`src/common/apmm_pkg.sv`:
```
// Shared constants, state and struct types for the coprocessor memory map block.
// Assumes one 250 MHz clock drives all of the map, refresh and board-control logic.
package apmm_pkg;

	// ----------------------------------------
	// Clock and timing
	// ----------------------------------------
	localparam int CLK_MHZ = 250; // Board clock rate
	localparam int REFRESH_PERIOD_US = 4000; // Longest time for all rows to be refreshed
	localparam int REFRESH_ROWS = 256; // Rows per dynamic RAM
	localparam int REFRESH_INT_CYC = REFRESH_PERIOD_US * CLK_MHZ / REFRESH_ROWS; // Longest: rounds down
	localparam int RAM_ACCESS_NS = 150; // RAM cycle time
	localparam int RAM_CYC = (RAM_ACCESS_NS * CLK_MHZ + 999) / 1000; // Least: rounds up
	localparam int CPU_CLK_DIV = 4; // Processor clock divide ratio

	// ----------------------------------------
	// Address geometry
	// ----------------------------------------
	localparam int VADDR_W = 23; // Processor address bus width
	localparam int PAGE_W = 7; // Map index: 64 KB pages
	localparam int OFFS_W = 16; // Byte offset within a page
	localparam int FRAME_W = 4; // Page frame within a 1 MB board
	localparam int BOARD_W = 3; // Board number field
	localparam logic [2:0] BOARD_MAX = 3'h5; // Boards 0..5 exist
	localparam int BP_AW = 15; // Backplane word address width
	localparam int DATA_W = 16; // Data bus width

	// ----------------------------------------
	// Map entry layout: {parity, no_super, no_user, board, frame}
	// ----------------------------------------
	localparam int ME_FRAME_LSB = 0;
	localparam int ME_BOARD_LSB = 4;
	localparam int ME_NOUSER = 7;
	localparam int ME_NOSUPER = 8;
	localparam int ME_PAR = 9;
	localparam int ME_W = 10;

	// ----------------------------------------
	// Control/status words in the parallel I/O space (word index)
	// ----------------------------------------
	localparam logic [11:0] CSR_BASE = 12'h000; // bp_addr[14:3] that selects this board
	localparam logic [2:0] CSR_CTRL = 3'h0; // W: [0] run, [1] clear faults; [14:8] window page
	localparam logic [2:0] CSR_FAULT = 3'h1; // R: fault word
	localparam logic [2:0] CSR_PINS = 3'h2; // R: processor pin states
	localparam logic [2:0] CSR_FPAGE = 3'h3; // R: page of last fault
	localparam int CTRL_RUN = 0;
	localparam int CTRL_CLR = 1;
	localparam int CTRL_WIN_LSB = 8;

	// Fault word bit positions
	localparam int F_RAM_PAR = 0;
	localparam int F_MAP_PAR = 1;
	localparam int F_PAGE = 2;
	localparam int F_PROT = 3;
	localparam int F_SPUR = 4;
	localparam int F_W = 5;

	// ----------------------------------------
	// Arbiter states
	// ----------------------------------------
	typedef enum logic [3:0] {
		ST_IDLE = 4'h1,
		ST_CPU = 4'h2,
		ST_IOP = 4'h4,
		ST_REF = 4'h8
	} apmm_st_t;

	// Backplane inputs after synchronising
	typedef struct packed {
		logic ap_sel;
		logic pio_sel;
		logic rd;
		logic wr;
		logic [BP_AW-1:0] addr;
		logic [DATA_W-1:0] wdata;
	} apmm_bp_t;

	// Register state of the top module, apart from the map array
	typedef struct packed {
		apmm_st_t st;
		logic [5:0] cnt;
		logic [1:0] div;
		logic cpu_clk;
		logic [11:0] ref_tmr;
		logic ref_pend;
		logic [7:0] ref_row;
		logic halt;
		logic [F_W-1:0] faults;
		logic [PAGE_W-1:0] fault_page;
		logic [PAGE_W-1:0] win_page;
		logic [ME_W-1:0] map_rd_latch;
		logic [ME_W-1:0] map_wr_latch;
		logic map_we;
		logic [PAGE_W-1:0] map_page;
		logic [19:0] ram_addr;
		logic [BOARD_W-1:0] ram_board;
		logic ram_sel;
		logic ram_we;
		logic ram_refresh;
		logic [DATA_W-1:0] ram_wdata;
		logic [DATA_W-1:0] cpu_rdata;
		logic cpu_ack;
		logic [DATA_W-1:0] bp_rdata;
		logic bp_oe_n;
		logic iop_ready;
		logic iop_done;
	} apmm_state_t;

endpackage

```
`src/core/apmm_ctrl.sv`:
```
// Coprocessor memory map, refresh, arbitration and board control.
// Assumes processor signals share clk; backplane signals come from an unrelated clock.
`timescale 1ns/100ps
`default_nettype none
module apmm_ctrl
	import apmm_pkg::*;
#(
	parameter int PAGES = 128
) (
	input wire logic clk,
	input wire logic rst_n,
	// Processor side
	output logic cpu_clk,
	input wire logic address_valid_strobe,
	input wire logic [VADDR_W-1:0] cpu_addr,
	input wire logic cpu_rnw,
	input wire logic cpu_super,
	input wire logic cpu_map_sel,
	input wire logic cpu_spurious_int,
	input wire logic [DATA_W-1:0] cpu_wdata,
	output logic [DATA_W-1:0] cpu_rdata,
	output logic cpu_ack,
	output logic cpu_halt,
	// Memory boards
	output logic [19:0] ram_addr,
	output logic [BOARD_W-1:0] ram_board,
	output logic ram_sel,
	output logic ram_we,
	output logic ram_refresh,
	output logic [DATA_W-1:0] ram_wdata,
	input wire logic [DATA_W-1:0] ram_rdata,
	input wire logic ram_par_err,
	// Backplane, I/O processor clock
	input wire logic coprocessor_space_select,
	input wire logic parallel_io_space_select,
	input wire logic backplane_read_strobe,
	input wire logic backplane_write_strobe,
	input wire logic [BP_AW-1:0] bp_addr,
	input wire logic [DATA_W-1:0] bp_wdata,
	output logic [DATA_W-1:0] bp_rdata,
	output logic bp_data_oe_n,
	output logic iop_ready
);
	// ----------------------------------------
	// Storage
	// ----------------------------------------
	apmm_state_t q; // Registered state
	apmm_state_t nxt_q; // Next state
	logic [ME_W-1:0] map_mem [PAGES]; // Map: one entry per 64 KB virtual page
	apmm_bp_t bp_raw; // Backplane bundle before crossing
	apmm_bp_t bp; // Backplane bundle after crossing

	// Even parity over entry body; stored bit makes the word even
	function automatic logic ent_par(input logic [ME_W-1:0] e);
		ent_par = ^e[ME_W-2:0];
	endfunction

	// Classify a mapped access; bit order matches the fault word
	function automatic logic [F_W-1:0] chk(input logic [ME_W-1:0] e, input logic sup);
		chk = '0;
		chk[F_MAP_PAR] = ent_par(e) != e[ME_PAR];
		chk[F_PAGE] = e[ME_BOARD_LSB +: BOARD_W] > BOARD_MAX;
		chk[F_PROT] = sup ? e[ME_NOSUPER] : e[ME_NOUSER];
	endfunction

	// ----------------------------------------
	// Backplane crossing
	// ----------------------------------------
	// Data and address pass through the same two-stage synchroniser as the selects, in the same cycles
	assign bp_raw = '{ap_sel: coprocessor_space_select, pio_sel: parallel_io_space_select,
		rd: backplane_read_strobe, wr: backplane_write_strobe, addr: bp_addr, wdata: bp_wdata};

	apmm_sync #(
		.W($bits(apmm_bp_t))
	) u_bp_sync (
		.clk(clk),
		.rst_n(rst_n),
		.d(bp_raw),
		.q(bp)
	);

	// ----------------------------------------
	// Next-state logic
	// ----------------------------------------
	always_comb begin
		logic [ME_W-1:0] cpu_ent;
		logic [ME_W-1:0] iop_ent;
		logic [F_W-1:0] cpu_f;
		logic [F_W-1:0] iop_f;
		logic [F_W-1:0] set_f;
		logic [PAGE_W-1:0] iop_page;
		logic iop_req;
		logic pio_req;
		logic cpu_req;
		logic clr_f;
		nxt_q = q;
		set_f = '0;
		clr_f = 1'b0;
		iop_page = q.win_page + {{(PAGE_W-1){1'b0}}, bp.addr[BP_AW-1]}; // Window spans two pages of words
		cpu_ent = map_mem[cpu_addr[VADDR_W-1 -: PAGE_W]];
		iop_ent = map_mem[iop_page];
		cpu_f = chk(cpu_ent, cpu_super);
		iop_f = chk(iop_ent, 1'b1);
		cpu_req = address_valid_strobe && !cpu_map_sel && !q.halt && !q.cpu_ack;
		iop_req = bp.ap_sel && (bp.rd || bp.wr) && !q.iop_done;
		pio_req = bp.pio_sel && (bp.rd || bp.wr) && !q.iop_done && bp.addr[BP_AW-1:3] == CSR_BASE;
		nxt_q.map_we = 1'b0;

		// Processor clock: divide by four
		nxt_q.div = q.div + 2'h1;
		nxt_q.cpu_clk = q.div[1];

		// Refresh interval timer; pending stays until the arbiter takes it
		if (q.ref_tmr == 12'(REFRESH_INT_CYC - 1)) begin
			nxt_q.ref_tmr = '0;
			nxt_q.ref_pend = 1'b1;
		end else begin
			nxt_q.ref_tmr = q.ref_tmr + 12'h1;
		end

		// Strobe released: drop the answer so the next access can start
		if (!address_valid_strobe) begin
			nxt_q.cpu_ack = 1'b0;
		end
		if (!(bp.ap_sel || bp.pio_sel) || !(bp.rd || bp.wr)) begin
			nxt_q.iop_done = 1'b0;
			nxt_q.iop_ready = 1'b0;
			nxt_q.bp_oe_n = 1'b1;
		end

		// Map access: write goes through the write latch; read data goes straight to cpu_rdata, and the read latch keeps a copy
		if (address_valid_strobe && cpu_map_sel && !q.cpu_ack && !q.halt) begin
			nxt_q.cpu_ack = 1'b1;
			if (cpu_rnw) begin
				nxt_q.map_rd_latch = map_mem[cpu_addr[PAGE_W:1]];
				nxt_q.cpu_rdata = DATA_W'(map_mem[cpu_addr[PAGE_W:1]]);
			end else begin
				nxt_q.map_wr_latch = {ent_par(cpu_wdata[ME_W-1:0]), cpu_wdata[ME_W-2:0]};
				nxt_q.map_page = cpu_addr[PAGE_W:1];
				nxt_q.map_we = 1'b1;
			end
		end

		// Control and status words; they never touch RAM so need no arbitration
		if (pio_req) begin
			nxt_q.iop_done = 1'b1;
			nxt_q.iop_ready = 1'b1;
			if (bp.wr && bp.addr[2:0] == CSR_CTRL) begin
				nxt_q.win_page = bp.wdata[CTRL_WIN_LSB +: PAGE_W];
				clr_f = bp.wdata[CTRL_CLR];
				if (bp.wdata[CTRL_RUN]) begin
					nxt_q.halt = 1'b0;
				end
			end else if (bp.rd) begin
				nxt_q.bp_oe_n = 1'b0;
				if (bp.addr[2:0] == CSR_FAULT) begin
					nxt_q.bp_rdata = DATA_W'(q.faults);
				end else if (bp.addr[2:0] == CSR_PINS) begin
					nxt_q.bp_rdata = DATA_W'({q.halt, cpu_super, cpu_rnw, address_valid_strobe});
				end else if (bp.addr[2:0] == CSR_FPAGE) begin
					nxt_q.bp_rdata = DATA_W'(q.fault_page);
				end else begin
					nxt_q.bp_rdata = {1'b0, q.win_page, 6'h0, q.halt, 1'b0};
				end
			end
		end

		// Arbiter: one RAM cycle at a time, refresh first, then backplane, then processor
		case (q.st)
			ST_IDLE: begin
				nxt_q.cnt = '0;
				if (q.ref_pend) begin
					nxt_q.st = ST_REF;
					nxt_q.ref_pend = 1'b0;
					nxt_q.ram_sel = 1'b1;
					nxt_q.ram_refresh = 1'b1;
					nxt_q.ram_we = 1'b0;
					nxt_q.ram_addr = {12'h000, q.ref_row};
				end else if (iop_req) begin
					nxt_q.iop_done = 1'b1;
					if (|iop_f) begin
						set_f = iop_f;
						nxt_q.fault_page = iop_page;
						nxt_q.iop_ready = 1'b1;
						nxt_q.bp_rdata = '0;
						nxt_q.bp_oe_n = !bp.rd;
					end else begin
						nxt_q.st = ST_IOP;
						nxt_q.ram_sel = 1'b1;
						nxt_q.ram_we = bp.wr;
						nxt_q.ram_board = iop_ent[ME_BOARD_LSB +: BOARD_W];
						nxt_q.ram_addr = {iop_ent[ME_FRAME_LSB +: FRAME_W], 1'b0, bp.addr[BP_AW-2:0], 1'b0};
						nxt_q.ram_wdata = bp.wdata;
					end
				end else if (cpu_req) begin
					if (|cpu_f) begin
						set_f = cpu_f;
						nxt_q.fault_page = cpu_addr[VADDR_W-1 -: PAGE_W];
					end else begin
						nxt_q.st = ST_CPU;
						nxt_q.ram_sel = 1'b1;
						nxt_q.ram_we = !cpu_rnw;
						nxt_q.ram_board = cpu_ent[ME_BOARD_LSB +: BOARD_W];
						nxt_q.ram_addr = {cpu_ent[ME_FRAME_LSB +: FRAME_W], cpu_addr[OFFS_W-1:0]};
						nxt_q.ram_wdata = cpu_wdata;
					end
				end
			end
			ST_CPU, ST_IOP, ST_REF: begin
				nxt_q.cnt = q.cnt + 6'h1;
				if (q.cnt == 6'(RAM_CYC - 1)) begin
					nxt_q.st = ST_IDLE;
					nxt_q.ram_sel = 1'b0;
					nxt_q.ram_we = 1'b0;
					nxt_q.ram_refresh = 1'b0;
					if (q.st == ST_REF) begin
						nxt_q.ref_row = q.ref_row + 8'h1;
					end else if (!q.ram_we && ram_par_err) begin
						set_f[F_RAM_PAR] = 1'b1;
						nxt_q.fault_page = q.st == ST_CPU ? cpu_addr[VADDR_W-1 -: PAGE_W] : iop_page;
					end
					if (q.st == ST_CPU) begin
						nxt_q.cpu_ack = 1'b1;
						nxt_q.cpu_rdata = ram_rdata;
					end else if (q.st == ST_IOP) begin
						nxt_q.iop_ready = 1'b1;
						nxt_q.bp_rdata = ram_rdata;
						nxt_q.bp_oe_n = q.ram_we;
					end
				end
			end
			default: begin
				nxt_q.st = ST_IDLE;
			end
		endcase

		// Fault capture; a new fault wins over a clear in the same cycle
		set_f[F_SPUR] = set_f[F_SPUR] | cpu_spurious_int;
		nxt_q.faults = (clr_f ? '0 : q.faults) | set_f;
		if (|set_f) begin
			nxt_q.halt = 1'b1;
		end
	end

	// ----------------------------------------
	// State register
	// ----------------------------------------
	always_ff @(posedge clk) begin
		if (!rst_n) begin
			q <= '0;
			q.st <= ST_IDLE;
			q.bp_oe_n <= 1'b1;
		end else begin
			q <= nxt_q;
		end
	end

	// Map array has no reset: processor software loads it with map writes before its first mapped access
	always_ff @(posedge clk) begin
		if (q.map_we) begin
			map_mem[q.map_page] <= q.map_wr_latch;
		end
	end

	// ----------------------------------------
	// Outputs, all straight from flip-flops
	// ----------------------------------------
	assign cpu_clk = q.cpu_clk;
	assign cpu_rdata = q.cpu_rdata;
	assign cpu_ack = q.cpu_ack;
	assign cpu_halt = q.halt;
	assign ram_addr = q.ram_addr;
	assign ram_board = q.ram_board;
	assign ram_sel = q.ram_sel;
	assign ram_we = q.ram_we;
	assign ram_refresh = q.ram_refresh;
	assign ram_wdata = q.ram_wdata;
	assign bp_rdata = q.bp_rdata;
	assign bp_data_oe_n = q.bp_oe_n;
	assign iop_ready = q.iop_ready;
endmodule
`default_nettype wire

```
`src/core/apmm_sync.sv`:
```
// Two-stage synchroniser for backplane levels arriving from the I/O processor clock.
// Assumes inputs are levels held for several board clocks.
`timescale 1ns/100ps
`default_nettype none
module apmm_sync #(
	parameter int W = 1
) (
	input wire logic clk,
	input wire logic rst_n,
	input wire logic [W-1:0] d,
	output logic [W-1:0] q
);
	// First stage is read only by the second stage
	logic [W-1:0] meta_ff;
	logic [W-1:0] sync_ff;

	// ----------------------------------------
	// Double flop
	// ----------------------------------------
	always_ff @(posedge clk) begin
		if (!rst_n) begin
			meta_ff <= '0;
			sync_ff <= '0;
		end else begin
			meta_ff <= d;
			sync_ff <= meta_ff;
		end
	end

	assign q = sync_ff;
endmodule
`default_nettype wire

```
`config.mk`:
```
export PLATFORM = sky130hd
export DESIGN_NAME = apmm_ctrl
export DESIGN_NICKNAME = d
export VERILOG_FILES = /design/src/common/apmm_pkg.sv /design/src/core/apmm_ctrl.sv /design/src/core/apmm_sync.sv
export SDC_FILE = /design/constraint.sdc
export NUM_CORES = 2
export LEC_CHECK = 0
export BUFFER_PORTS_ARGS = -buffer_cell sky130_fd_sc_hd__buf_2
export CAP_MARGIN = 10
export CORE_MARGIN = 5
export CORE_UTILIZATION = 57
export CTS_CLUSTER_SIZE = 8
export DETAILED_ROUTE_END_ITERATION = 10
export PLACE_DENSITY_LB_ADDON = 0.05
export SLEW_MARGIN = 15
export SYNTH_ARGS = -nofsm -noshare
export SYNTH_HDL_FRONTEND = slang
export SYNTH_SLANG_ARGS = --single-unit
```
`constraint.sdc`:
```
create_clock -name clk -period 5.8 [get_ports clk]
set_clock_uncertainty 0.05 [all_clocks]
set_input_delay 0.58 -clock clk [delete_from_list [all_inputs] [get_ports clk]]
set_output_delay 0.58 -clock clk [all_outputs]
set_load 0.05 [all_outputs]
```
==> summary.txt <==
Global route
  – First-pass GRT wire length: 384,000 um
  – Antenna violations before repair: 16
  – Largest net degree at the start of global routing: 96
  – Vias in the first global route: 50,504
  – Total GRT Usage: 0.374
  – GRT overflow: 0

Routing
  – Residual DRC: 0
  – Vias: 51,463
  – Drt via density: 7.62
  – Drt initial violations: 7,819
  – WL final: 274,000 um
  – Drt pass-1 iters: 6
  – Detail Route Antenna Nets: 0
  – DR WL/cell: slightly above 40 um

Power
  – Power Dens Cells: 281 mW/mm^2
  – Maximum vdd drop: 0.000245 V
  – Comb pwr share: 0.102
  – Sw Share: 0.239
  – Sequential power share: 0.468
  – Psw: slightly above 6 mW
  – Tot Pwr: 25.4 mW
  – Total internal power: 19.3 mW
  – Clock network power share: 0.430
  – Leak Pwr: 29.2 nW

Worst setup path
  – Reg2reg setup slack: 0.01 ns
  – Most frequent CP cell: buf_4
  – Delay of the slowest critical-path stage: 0.59 ns
  – CP cell instances: ha_1, nand3_1, o21ai_0, nand2_1, buf_4, a311oi_1, a2111oi_0, buf_4, a2111oi_0, buf_4, xnor2_1, xnor3_1, xor3_1, a21o_1, buf_12, nand3_2, o2bb2ai_1
  – Reg2reg start: u_bp_sync.q[30]
  – Critical Path End Type: flip-flop
  – Crit path launch type: flip-flop
  – CP Data Required Time: around 6.5 ns
  – Setup CP Type: reg -> reg
  – Critical-path maximum fanout: 40
  – CP max stage cell: a311oi_1
  – CP Data Arrival Time: around 6.5 ns
  – Reg2Reg Depth: 17
  – FF-to-FF End: ram_addr[16]
  – Worst Setup SP: u_bp_sync.q[30]
  – Setup crit end: ram_addr[16]

STA
  – Final min period: ~5.8 ns
  – RSZ-0062 raised after global routing: false
  – Pins Over Slew Limit: 0
  – Final Hold Fails: 0
  – Fmax: 173 MHz
  – Max_slew headroom: 0.131
  – Worst Hold Slack: 0.0424 ns
  – Finish-stage setup viols: 0
  – Worst-margin pin slew: 1.29 ns
  – Tcrit/Tclk final: 0.997

Yosys
  – Yosys cell types: 72
  – Synth warnings: 0
  – Post-synth EDFFs: about 1,300
  – Area leader, netlist: edfxtp_1
  – Synth top cells by count: edfxtp_1, mux4_2, nand2_1, nor2_1, dfxtp_1
  – Synth Area per Inst: 17.3 um^2
  – #FFs+latches synth: 1,500
  – Synthesized netlist cell count: 4,578
  – Top area cells in the synthesized netlist: edfxtp_1, mux4_2, dfxtp_1
  – Cell with the most instances after synthesis: edfxtp_1
  – Area share of the largest cell type after synthesis: 0.485
  – Seq/Total Area, Yosys: 0.540
  – Synth Flop Type: edfxtp_1
  – Post-synth ARST share: 0
  – Syn Std Cell Area: between 0.07 and 0.08 mm^2
  – Net Count, Synth: between 4,000 and 5,000

Layout
  – # fillers: 9,203
  – Fin nets: 4,977
  – Layout cell share with drive strength beyond 1: 0.397
  – Post-layout util: 0.654
  – Final instance area: between 0.09 and 0.1 mm^2
  – P&R area growth vs syn: 13.6%

Clock tree
  – CTS Root Cell: clkbuf_16
  – H-Tree Depth: 4
  – Worst-path clk slew: roughly 0.05 ns
  – TritonCTS clock tree: yes
  – Clk sinks: 1,500
  – CTS Buf Count: around 200
  – # resized after CTS: 0
  – CTS max path bufs: 3
  – Worst skew pair latency: 0.82 ns

Worst hold path
  – Hold crit path type: in -> reg

Die
  – Cell Rows: around 140
  – Starting Density: 0.575
  – Die ar.: 0.147 mm^2
  – I/O pin count: 177
  – Die X: about 380 um
  – Die Y: 383 um
  – Core area: 0.138 mm^2

Placement
  – Final RePlAce weighted congestion: 0.972
  – Port Buf Inserts: 176
  – HPWL after DPL: ~190,000 um
  – Placed Area: 0.0837 mm^2

Job
  – Max-cap viol count: 0

Run status
  – Status: finished clean
==> flip-flops by register name, summed over array words and instances (netlist names), 3 cells and up <==
signal / cells
map_mem: 1280
ram_addr: 20
ram_wdata: 16
u_bp_sync.q: 35
cpu_rdata: 16
q: 70
bp_rdata: 16
u_bp_sync.meta_ff: 35
ram_board: 3
==> worst min path at each step <==
stage	start	end	cells past startpoint
2_1_floorplan	u_bp_sync.meta_ff[0]	u_bp_sync.q[0]	1
6_report	cpu_addr[10]	ram_addr[10]	3
5_1_grt	bp_wdata[1]	u_bp_sync.meta_ff[1]	2
3_3_place_gp	u_bp_sync.meta_ff[10]	u_bp_sync.q[10]	1
4_1_cts	cpu_addr[10]	ram_addr[10]	3
3_5_place_dp	u_bp_sync.meta_ff[24]	u_bp_sync.q[24]	1
==> layer usage <==
metal	global-route usage	vias to the layer above	part of all wire
met5	0	-	0.00032
met2	0.561	4205	0.45
li1	-	19842	-
met1	0.494	26634	0.34
met3	0.124	768	0.14
met4	0.191	14	0.065
==> area by class of cell <==
type | count | area, um^2 | area share
Tap cell | 1794 | 2240 | 0.0249
Timing Repair Buffer | 550 | 4630 | 0.0514
Multi-Input combinational cell | 2600 | 34600 | 0.384
Clock inverter | 11 | 173 | 0.00192
Sequential cell | 1500 | 42900 | 0.476
Clock buffer | 279 | 5470 | 0.0607
Inverter | 13 | 53.8 | 0.000597
Antenna cell | 8 | 20.0 | 0.000222
==> cells in the final DEF (no fill, tap or decap), drive strengths merged, types with 7 or more instances in the layout <==
cell type and count:
nor3 26, xnor2 25, a221oi 9, a32oi 22
buf 482, nand2b 10, nor4 9, mux4 1128
a311oi 21, a31oi 30, diode 8, nand2 326
o22ai 13, a211oi 16, o211ai 9, o2bb2ai 10
dlygate4sd3 68, clkinv 7, o21ai 38, ha 9
nor2b 20, and3 17, xor2 15, or2 7
nand3 87, and2 81, a21oi 114, nand4 19
nor2 236, dfxtp 220, a22oi 39, mux2i 187
edfxtp 1280, inv 17, clkbuf 279, mux2 8
==> repair_timing <==
item / 4_1_cts / 5_1_grt
setup endpoints to repair: 0 / 25
hold buffers: 68 / 0
setup buffers: 0 / 10
hold endpoints to repair: 83 / 0
==> power by group through the flow <==
| stage | Combinational (mW) | Clock [mW] | Sequential (mW) |
|---|---|---|---|
| after floorplan | 1.62 | 0 | 12.1 |
| after global placement | 2.48 | 0 | 12.1 |
| after detailed placement | 2.49 | 0 | 12.1 |
| final | 2.59 | 10.9 | 11.9 |
| after global routing | 2.66 | 11.5 | 11.9 |
| after CTS | 2.54 | 11.0 | 11.9 |
==> worst max-delay path, delay by kind of cell (launching register included) <==
family	cells	cell delay [ns]
fa+ha+maj	1	0.37
simple gates	3	0.67
xor+xnor	3	0.90
buf+inv	4	0.92
compound gates	6	2.26
flops	1	0.49
==> cell families after synthesis <==
logic type	share of synthesized area
flops	0.540
mux	0.345
simple gates	0.0494
buf+inv	0.0281
compound gates	0.0303
xor+xnor	0.00566
fa+ha+maj	0.00142
==> metrics by stage <==
step / setup WS (ns) / setup TNS (ns) / cells
after floorplan: 0.0231 / 0 / 4578
after global placement: -0.0719 / -0.498 / 6378
after detailed placement: -0.142 / -1.94 / 6379
after CTS: 0.186 / 0 / 6737
after global routing: 0.0402 / 0 / 6747
final: 0.0147 / 0 / 6755
(Power assumes the default switching activity.)
